[src/rtl/ajh_defines.svh]
// ajh_defines.svh: constants of the jog command handler.
// assumes inclusion by bare name; definitions only.
//
// Function
// RL1: in following-error mode only mode 4 with stop high aborts.
// RL2: any other request in following-error mode is flagged illegal.
// RL3: a static stop level blocks start, forward, backward and enter.
// RL4: in jog modes 1 to 3 forward and backward act as jog controls.
// RL5: jog starts on a rising direction edge and stops on its fall.
// RL6: in a jog mode stop may be passed to the axis at any time.
// RL7: rising forward and backward in one cycle send a stop instead.
// RL8: the user program keeps the mode until the movement ends.
// RL9: stop has top priority and is taken in every mode.
// RL10: binary output gives each value as a 32-bit double word.
// RL11: bcd output gives each value as seven signed bcd digits.
// RL12: bcd sign sits in bits 31..28, decades fill bits 27..0.
// RL13: 16-bit variant: high word sign plus top three decades.
`ifndef AJH_DEFINES_SVH
`define AJH_DEFINES_SVH

// ****************************************************
// modes
// ****************************************************
`define AJH_MODE_JOG_LO 8'h01
`define AJH_MODE_JOG_HI 8'h03
`define AJH_MODE_FOLLOW 8'h04

// ****************************************************
// error byte and interrupt bits
// ****************************************************
`define AJH_ERR_ILLEGAL 5
`define AJH_IRQ_JOB 0
`define AJH_IRQ_ILLEGAL 1
`define AJH_IRQ_RANGE 2
`define AJH_IRQ_W 3

// ****************************************************
// register map, plain port
// ****************************************************
`define AJH_OFF_CTRL 4'h0
`define AJH_OFF_STATUS 4'h1
`define AJH_OFF_IRQ_STAT 4'h2
`define AJH_OFF_IRQ_MASK 4'h3
`define AJH_OFF_ERR 4'h4
`define AJH_CTRL_BCD 0
`define AJH_CTRL_MON_EN 1
`define AJH_CTRL_RST 2'h2

// ****************************************************
// bcd format
// ****************************************************
`define AJH_BCD_MAX 32'h0098967F
`define AJH_SIGN_NEG 4'hF
`define AJH_SIGN_POS 4'h0
`define AJH_BCD_DIGITS 7
`define AJH_BCD_BITS 24

`endif

[src/rtl/ajh_pkg.sv]
// ajh_pkg.sv: types of the jog command handler.
// assumes nothing beyond a SystemVerilog compiler.
package ajh_pkg;

    // jobs sent to the positioning module
    typedef enum logic [2:0] {
        JOB_NONE    = 3'b000,
        JOB_START   = 3'b001,
        JOB_STOP    = 3'b010,
        JOB_FWD     = 3'b011,
        JOB_BWD     = 3'b100,
        JOB_ENTER   = 3'b101,
        JOB_JOG_FWD = 3'b110,
        JOB_JOG_BWD = 3'b111
    } ajh_job_t;

    // handler states
    typedef enum logic [1:0] {
        ST_IDLE       = 2'b00,
        ST_JOG_FWD    = 2'b01,
        ST_JOG_BWD    = 2'b10,
        ST_FOLLOW_ERR = 2'b11
    } ajh_state_t;

endpackage : ajh_pkg

[src/rtl/ajh_bcd_fmt.sv]
// ajh_bcd_fmt.sv: signed binary to seven-digit bcd, combinational.
// assumes a 32-bit two's complement value at its input.
`timescale 1ns/1ns
`default_nettype none
`include "ajh_defines.svh"

module ajh_bcd_fmt
    import ajh_pkg::*;
(
    // binary in
    input wire logic [31:0] value,
    // bcd out
    output logic [31:0] bcd_word,
    output logic out_of_range
);

    logic [31:0] mag;
    logic [27:0] digits;

    // add three to a decade of five or more before the shift
    function automatic logic [3:0] dabble(input logic [3:0] d);
        return (d >= 4'h5) ? d + 4'h3 : d;
    endfunction : dabble

    // magnitude; the most negative value stays large and overflows
    assign mag = value[31] ? (~value + 32'h00000001) : value;
    assign out_of_range = mag > `AJH_BCD_MAX;

    // shift-add conversion over the low 24 bits, enough for 9999999
    always_comb begin
        digits = 28'h0000000;
        for (int i = `AJH_BCD_BITS - 1; i >= 0; i--) begin
            for (int d = 0; d < `AJH_BCD_DIGITS; d++) begin
                digits[4*d +: 4] = dabble(digits[4*d +: 4]);
            end
            digits = {digits[26:0], mag[i]};
        end
    end

    // sign nibble on top, decades below [RL12]
    assign bcd_word = {value[31] ? `AJH_SIGN_NEG : `AJH_SIGN_POS,
                       digits};

endmodule : ajh_bcd_fmt
`default_nettype wire

[src/rtl/ajh_cmd_handler.sv]
// ajh_cmd_handler.sv: cyclic command handler in front of an axis.
// assumes one clock cycle per scan and synchronous command levels.
//
// Design decisions made here: the address-and-strobe port and the register addresses.
`timescale 1ns/1ns
`default_nettype none
`include "ajh_defines.svh"

module ajh_cmd_handler
    import ajh_pkg::*;
#(
    parameter int MODE_W = 8
)
(
    // clock and reset
    input wire logic clk_sys,
    input wire logic rst,
    // register port
    input wire logic [3:0] reg_addr,
    input wire logic [31:0] reg_wdata,
    input wire logic reg_wr,
    input wire logic reg_rd,
    output logic [31:0] reg_rdata,
    // user program commands
    input wire logic [MODE_W-1:0] mode_sel,
    input wire logic stop_cmd,
    input wire logic motion_launch_cmd,
    input wire logic jog_forward_cmd,
    input wire logic jog_backward_cmd,
    input wire logic accept_value_cmd,
    // jobs to the positioning module
    output logic job_valid,
    output ajh_job_t job_cmd,
    output logic [MODE_W-1:0] job_mode,
    // error reporting
    output logic param_error_flag,
    output logic [7:0] error_flags,
    // monitoring values
    input wire logic [31:0] monitor_value,
    input wire logic monitor_valid,
    output logic [31:0] monitor_output_word,
    output logic [15:0] monitor_output_high,
    output logic [15:0] monitor_output_low,
    // interrupt
    output logic irq
);

    // ****************************************************
    // declarations
    // ****************************************************
    logic [4:0] prev_reg;
    logic stop_rise;
    logic fwd_rise;
    logic fwd_fall;
    logic bwd_rise;
    logic bwd_fall;
    logic launch_rise;
    logic accept_rise;
    logic jog_mode;
    logic fe_mode_sel;
    logic any_req;
    ajh_state_t state_reg;
    ajh_state_t state_next;
    ajh_job_t job_next;
    logic illegal_next;
    logic [1:0] ctrl_reg;
    logic [`AJH_IRQ_W-1:0] irq_stat_reg;
    logic [`AJH_IRQ_W-1:0] irq_mask_reg;
    logic [`AJH_IRQ_W-1:0] irq_set;
    logic [7:0] err_reg;
    logic [31:0] bcd_word;
    logic bcd_ovf;
    logic mon_take;
    logic [31:0] rd_next;

    // ****************************************************
    // edge detection of command levels
    // ****************************************************
    // one sample per scan; edges are seen whatever the mode or state
    always_ff @(posedge clk_sys) begin
        if (rst) begin
            prev_reg <= 5'h00;
        end else begin
            prev_reg <= {accept_value_cmd, motion_launch_cmd,
                         jog_backward_cmd, jog_forward_cmd, stop_cmd};
        end
    end

    assign stop_rise = stop_cmd & ~prev_reg[0];
    assign fwd_rise = jog_forward_cmd & ~prev_reg[1];
    assign fwd_fall = ~jog_forward_cmd & prev_reg[1];
    assign bwd_rise = jog_backward_cmd & ~prev_reg[2];
    assign bwd_fall = ~jog_backward_cmd & prev_reg[2];
    assign launch_rise = motion_launch_cmd & ~prev_reg[3];
    assign accept_rise = accept_value_cmd & ~prev_reg[4];

    // mode decode
    assign jog_mode = (mode_sel >= MODE_W'(`AJH_MODE_JOG_LO)) &&
                      (mode_sel <= MODE_W'(`AJH_MODE_JOG_HI)); // [RL4]
    assign fe_mode_sel = mode_sel == MODE_W'(`AJH_MODE_FOLLOW);
    assign any_req = stop_rise | fwd_rise | bwd_rise |
                     launch_rise | accept_rise;

    // ****************************************************
    // job decision
    // ****************************************************
    // stop outranks all else; the follow state only leaves by abort
    always_comb begin
        state_next = state_reg;
        job_next = JOB_NONE;
        illegal_next = 1'b0;
        case (state_reg)
            ST_FOLLOW_ERR: begin
                if (stop_cmd && fe_mode_sel) begin
                    job_next = JOB_STOP; // [RL1]
                    state_next = ST_IDLE;
                end else if (any_req) begin
                    illegal_next = 1'b1; // [RL2]
                end
            end
            ST_IDLE, ST_JOG_FWD, ST_JOG_BWD: begin
                if (stop_rise) begin
                    job_next = JOB_STOP; // [RL9] [RL6]
                    state_next = ST_IDLE;
                end else if (stop_cmd) begin
                    job_next = JOB_NONE; // [RL3]
                end else if (fwd_rise && bwd_rise) begin
                    job_next = JOB_STOP; // [RL7]
                    state_next = ST_IDLE;
                end else if (jog_mode) begin
                    if (fwd_rise) begin
                        job_next = JOB_JOG_FWD; // [RL5]
                        state_next = ST_JOG_FWD;
                    end else if (bwd_rise) begin
                        job_next = JOB_JOG_BWD; // [RL5]
                        state_next = ST_JOG_BWD;
                    end else if (state_reg == ST_JOG_FWD && fwd_fall) begin
                        job_next = JOB_STOP; // [RL5]
                        state_next = ST_IDLE;
                    end else if (state_reg == ST_JOG_BWD && bwd_fall) begin
                        job_next = JOB_STOP; // [RL5]
                        state_next = ST_IDLE;
                    end
                end else if (launch_rise) begin
                    job_next = JOB_START;
                    state_next = fe_mode_sel ? ST_FOLLOW_ERR : ST_IDLE;
                end else if (fwd_rise) begin
                    job_next = JOB_FWD; // one-shot outside jog [RL4]
                end else if (bwd_rise) begin
                    job_next = JOB_BWD; // [RL4]
                end else if (accept_rise) begin
                    job_next = JOB_ENTER;
                end
            end
            default: begin
                state_next = ST_IDLE;
            end
        endcase
    end

    // state register
    always_ff @(posedge clk_sys) begin
        if (rst) begin
            state_reg <= ST_IDLE;
        end else begin
            state_reg <= state_next;
        end
    end

    // job output; command and mode hold until the next job
    always_ff @(posedge clk_sys) begin
        if (rst) begin
            job_valid <= 1'b0;
            job_cmd <= JOB_NONE;
            job_mode <= '0;
        end else begin
            job_valid <= job_next != JOB_NONE;
            if (job_next != JOB_NONE) begin
                job_cmd <= job_next;
                job_mode <= mode_sel;
            end
        end
    end

    // ****************************************************
    // error byte, cleared by writing ones, set wins
    // ****************************************************
    always_ff @(posedge clk_sys) begin
        if (rst) begin
            err_reg <= 8'h00;
        end else begin
            for (int i = 0; i < 8; i++) begin
                if (illegal_next && i == `AJH_ERR_ILLEGAL) begin
                    err_reg[i] <= 1'b1; // [RL2]
                end else if (reg_wr && reg_addr == `AJH_OFF_ERR &&
                             reg_wdata[i]) begin
                    err_reg[i] <= 1'b0;
                end
            end
        end
    end

    assign error_flags = err_reg;
    assign param_error_flag = |err_reg; // [RL2]

    // ****************************************************
    // monitoring output
    // ****************************************************
    ajh_bcd_fmt u_bcd (
        .value(monitor_value),
        .bcd_word(bcd_word),
        .out_of_range(bcd_ovf)
    );

    assign mon_take = monitor_valid & ctrl_reg[`AJH_CTRL_MON_EN];

    // an unconvertible value leaves the previous output in place
    always_ff @(posedge clk_sys) begin
        if (rst) begin
            monitor_output_word <= 32'h00000000;
            monitor_output_high <= 16'h0000;
            monitor_output_low <= 16'h0000;
        end else if (mon_take) begin
            if (!ctrl_reg[`AJH_CTRL_BCD]) begin
                monitor_output_word <= monitor_value; // [RL10]
                monitor_output_high <= monitor_value[31:16];
                monitor_output_low <= monitor_value[15:0];
            end else if (!bcd_ovf) begin
                monitor_output_word <= bcd_word; // [RL11] [RL12]
                monitor_output_high <= bcd_word[31:16]; // [RL13]
                monitor_output_low <= bcd_word[15:0]; // [RL13]
            end
        end
    end

    // ****************************************************
    // control register
    // ****************************************************
    always_ff @(posedge clk_sys) begin
        if (rst) begin
            ctrl_reg <= `AJH_CTRL_RST;
        end else if (reg_wr && reg_addr == `AJH_OFF_CTRL) begin
            ctrl_reg <= reg_wdata[1:0];
        end
    end

    // ****************************************************
    // interrupts
    // ****************************************************
    assign irq_set[`AJH_IRQ_JOB] = job_next != JOB_NONE;
    assign irq_set[`AJH_IRQ_ILLEGAL] = illegal_next;
    assign irq_set[`AJH_IRQ_RANGE] = mon_take & ctrl_reg[`AJH_CTRL_BCD] &
                                     bcd_ovf;

    // sticky bits; a new event beats a clear in the same cycle
    always_ff @(posedge clk_sys) begin
        if (rst) begin
            irq_stat_reg <= '0;
        end else if (reg_wr && reg_addr == `AJH_OFF_IRQ_STAT) begin
            irq_stat_reg <= (irq_stat_reg & ~reg_wdata[`AJH_IRQ_W-1:0])
                            | irq_set;
        end else begin
            irq_stat_reg <= irq_stat_reg | irq_set;
        end
    end

    // mask register
    always_ff @(posedge clk_sys) begin
        if (rst) begin
            irq_mask_reg <= '0;
        end else if (reg_wr && reg_addr == `AJH_OFF_IRQ_MASK) begin
            irq_mask_reg <= reg_wdata[`AJH_IRQ_W-1:0];
        end
    end

    assign irq = |(irq_stat_reg & irq_mask_reg);

    // ****************************************************
    // read port
    // ****************************************************
    // unmapped reads answer zero
    always_comb begin
        case (reg_addr)
            `AJH_OFF_CTRL: rd_next = {30'h00000000, ctrl_reg};
            `AJH_OFF_STATUS: rd_next = {27'h0000000, job_cmd, state_reg};
            `AJH_OFF_IRQ_STAT: rd_next = {29'h00000000, irq_stat_reg};
            `AJH_OFF_IRQ_MASK: rd_next = {29'h00000000, irq_mask_reg};
            `AJH_OFF_ERR: rd_next = {24'h000000, err_reg};
            default: rd_next = 32'h00000000;
        endcase
    end

    // data stand only in the cycle after the strobe
    always_ff @(posedge clk_sys) begin
        if (rst) begin
            reg_rdata <= 32'h00000000;
        end else begin
            reg_rdata <= reg_rd ? rd_next : 32'h00000000;
        end
    end
endmodule : ajh_cmd_handler
`default_nettype wire

[config.mk]
export PLATFORM = sky130hd
export DESIGN_NAME = ajh_cmd_handler
export DESIGN_NICKNAME = d
export VERILOG_FILES = /design/src/rtl/ajh_pkg.sv /design/src/rtl/ajh_bcd_fmt.sv /design/src/rtl/ajh_cmd_handler.sv
export VERILOG_INCLUDE_DIRS = /design/src /design/src/rtl
export SDC_FILE = /design/constraint.sdc
export NUM_CORES = 1
export LEC_CHECK = 0
export BUFFER_PORTS_ARGS = -buffer_cell sky130_fd_sc_hd__buf_2
export CAP_MARGIN = 25
export CORE_MARGIN = 8
export CORE_UTILIZATION = 55
export CTS_CLUSTER_SIZE = 12
export DETAILED_ROUTE_END_ITERATION = 10
export PLACE_DENSITY = 0.79
export SYNTH_ARGS = -nofsm -noshare
export SYNTH_HDL_FRONTEND = slang
export SYNTH_SLANG_ARGS = --single-unit
[constraint.sdc]
create_clock -name clk_sys -period 22.8 [get_ports clk_sys]
set_clock_uncertainty 0.1 [all_clocks]
set_input_delay 2.28 -clock clk_sys [delete_from_list [all_inputs] [get_ports clk_sys]]
set_output_delay 2.28 -clock clk_sys [all_outputs]
set_load 0.01 [all_outputs]
==> impl_metrics.json <==
{
  "outcome": "finished, final reports clean",
  "hpwl_microns": 35600,
  "io-pin-count": 204,
  "crit_slowest_cell": "o41a_1",
  "top_regs": "monitor_output_word: 32 flops, job_mode: 8 flops, reg_rdata: 6 flops",
  "reg2reg_depth": 10,
  "crit_end": "monitor_output_word[1]$_SDFFE_PP0P_",
  "h-tree-depth": 3,
  "period_share_pct": 96.2,
  "period_needed_ns": 21.94,
  "cp.arrival_ns": 22.09,
  "synthToLayoutAreaGrowth_pct": 16.1,
  "slew_headroom_pct": 36.2,
  "vias": 17600,
  "yosys_warnings": 0,
  "start_util_pct": 55.8,
  "grt_use_total_pct": 23.6,
  "rows": 62,
  "postRouteAntennaNets": 0,
  "min_path_type": "flop to flop",
  "cts_inserted_buffers": 9,
  "final_cell_mix": "nor2_1, nand2_1, buf_4, buf_2, a21oi_1",
  "holdWs_ns": 0.348,
  "critPathTopFamily": "compound AO/OA/AOI/OAI gates",
  "largest_reg_flops": 32,
  "syn_avg_cell_area_sq_um": 7.35,
  "gp_congestion": 0.960,
  "firstDrtPassIters": 6,
  "synth_seq_area_share_pct": 8.25,
  "critPathMaxStageDelay_ns": 0.46,
  "nets": 2614,
  "path_depth": 118,
  "syn_inst": 2178,
  "drc": 0,
  "antenna_cells": 0,
  "regToRegStartpoint": "prev_reg[2]$_SDFF_PP0_",
  "regMostFlops": "monitor_output_word",
  "crit_type": "input port to flop",
  "grt_max_degree": 60,
  "port_buffers": 142,
  "cp-start-kind": "input port",
  "clock.fmax_mhz": 45.6,
  "cts-root-buf": "clkbuf_16",
  "core_sq_mm": 0.0287,
  "max-cap-violations": 0,
  "synth_flop_cell": "dfxtp_1",
  "yosysTopAreaCell": "dfxtp_1",
  "crit_path_start": "monitor_value[1]",
  "vias_per_cell": 6.24,
  "layout-drive-gt1-share_pct": 26.4,
  "tightest_slew_ns": 0.947,
  "die_area_sq_mm": 0.0348,
  "end_kind": "flop",
  "hold_buffers": 0,
  "cp.required_ns": 22.95,
  "synth_async_sr_flop_share_pct": 0,
  "first_global_vias": 16700,
  "clockBufferDepth": 2,
  "clock_latency_ns": 0.33,
  "drt_iter0_drc": 1187,
  "netlist_top_cells_area": "dfxtp_1, ha_1, nor2_1",
  "dieHeight_microns": 187,
  "antenna_found_initial": 0,
  "wirelength_microns": 45000,
  "tns_ns": 0,
  "ys_ff_latch": 66,
  "synthesis.area_sq_mm": 0.0160,
  "ys_types": 147,
  "grt_first_pass_wirelength_microns": 74300,
  "yosys.area.top_type_share_pct": 8.25,
  "clock_sinks": 66,
  "worstPathMaxFanout": 6,
  "drv_slew": 0,
  "chipWidth_microns": 187,
  "worst_r2r_endpoint": "job_mode[4]$_SDFFE_PP0P_",
  "finalSetupViolCount": 0,
  "cts_tree": "built",
  "clk_pin_slew_ns": 0.06,
  "synth_edf_count": 0,
  "path_buf_inv": 17,
  "final_util_pct": 64.7,
  "overflow": 0,
  "mostFrequentLayoutCell": "nor2_1",
  "post_drt_wl_per_cell_microns": 16.0,
  "hold_viol": 0,
  "rrSetupSlack_ns": 20.28
}
[per-layer routing]
layer | global-route usage, % | vias up | wire length [microns]
li1 | - | 8616 | -
met5 | 0 | - | 0
met2 | 42.0 | 621 | 21600
met3 | 2.85 | 87 | 2480
met1 | 29.0 | 8230 | 19700
met4 | 7.51 | 0 | 1170
[stage by stage]
stage,std cells,worst slack [ns],instance area [sq um]
2_1_floorplan,2210,0.0821,16100
3_3_place_gp,2773,0.0344,17700
3_5_place_dp,2773,-0.899,17700
4_1_cts,2791,0.0119,18000
5_1_grt,2813,-0.242,18600
6_report,2813,0.858,18600
[Yosys cell counts, types with 15 or more instances]
library cell	count
o31ai_1	19
xor2_1	15
mux2i_1	74
a21o_1	20
xnor2_1	48
o21ai_1	43
inv_1	128
dfxtp_1	66
o22ai_1	23
ha_1	104
buf_4	73
a31oi_1	34
o21a_1	34
and2_1	25
o21ai_0	87
a211oi_1	41
and3_1	20
nand2_1	168
a211o_1	17
mux2_2	34
nor4_1	16
nand3_1	56
nor2_1	219
a21oi_1	137
nand4_1	18
clkbuf_1	20
o211ai_1	38
nor3_1	69
or2_1	16
nor2b_1	28
inv_2	28
nand2b_1	38
or3_1	20
[layout make-up]
type                    count  area, sq um
clock buffers              10          229
clock inverters             6         65.1
fillers                  2425        10100
inverters                 160          603
multi-input cells        1880        13900
flip-flops and latches     66         1320
well taps                 384          480
repair buffers            307         1960
[logic make-up (layout without fill, tap and decap cells)]
| kind of cell | count (synthesis) | after routing | synth area share [%] |
|---|---|---|---|
| multiplexers | 133 | 133 | 9.56 |
| XOR/XNOR | 78 | 78 | 5.11 |
| flip-flops | 66 | 66 | 8.25 |
| other | 1 | 33 | 0.0234 |
| AND/OR/NAND/NOR | 786 | 786 | 25.1 |
| buffers and inverters | 264 | 483 | 8.20 |
| AO/OA/AOI/OAI | 746 | 746 | 35.7 |
| adder cells (fa/ha/maj) | 104 | 104 | 8.13 |
[worst reg2reg max path, stage by stage (launching register included)]
cell	delay, ns
dfxtp_1	0.33
nor2b_1	0.10
and2_1	0.19
or3b_2	0.48
nor2_1	0.13
nor2_1	0.07
inv_1	0.09
nand3b_1	0.31
inv_1	0.39
nand2_1	0.09
a21oi_1	0.16
[worst min path at each step]
stage	start	to	slack, ns	cells after the start
CTS	job_mode[1]$_SDFFE_PP0P_	job_mode[1]$_SDFFE_PP0P_	0.35	2
global placement	job_mode[5]$_SDFFE_PP0P_	job_mode[5]$_SDFFE_PP0P_	0.34	2
finish	job_mode[2]$_SDFFE_PP0P_	job_mode[2]$_SDFFE_PP0P_	0.35	2
global route	job_mode[0]$_SDFFE_PP0P_	job_mode[0]$_SDFFE_PP0P_	0.37	2
detailed placement	job_mode[2]$_SDFFE_PP0P_	job_mode[2]$_SDFFE_PP0P_	0.34	2
floorplan	irq_stat_reg[1]$_SDFF_PP0_	irq_stat_reg[1]$_SDFF_PP0_	0.35	2
[repair_timing]
action,4_1_cts,5_1_grt
setup buffers,2,21
resized for setup,10,87
pin swaps,5,37
endpoints found under the setup margin,12,27
Power is left out: the tool's default activity adds up to more than one toggle a clock period on the data nets, which glitch-free logic cannot reach.
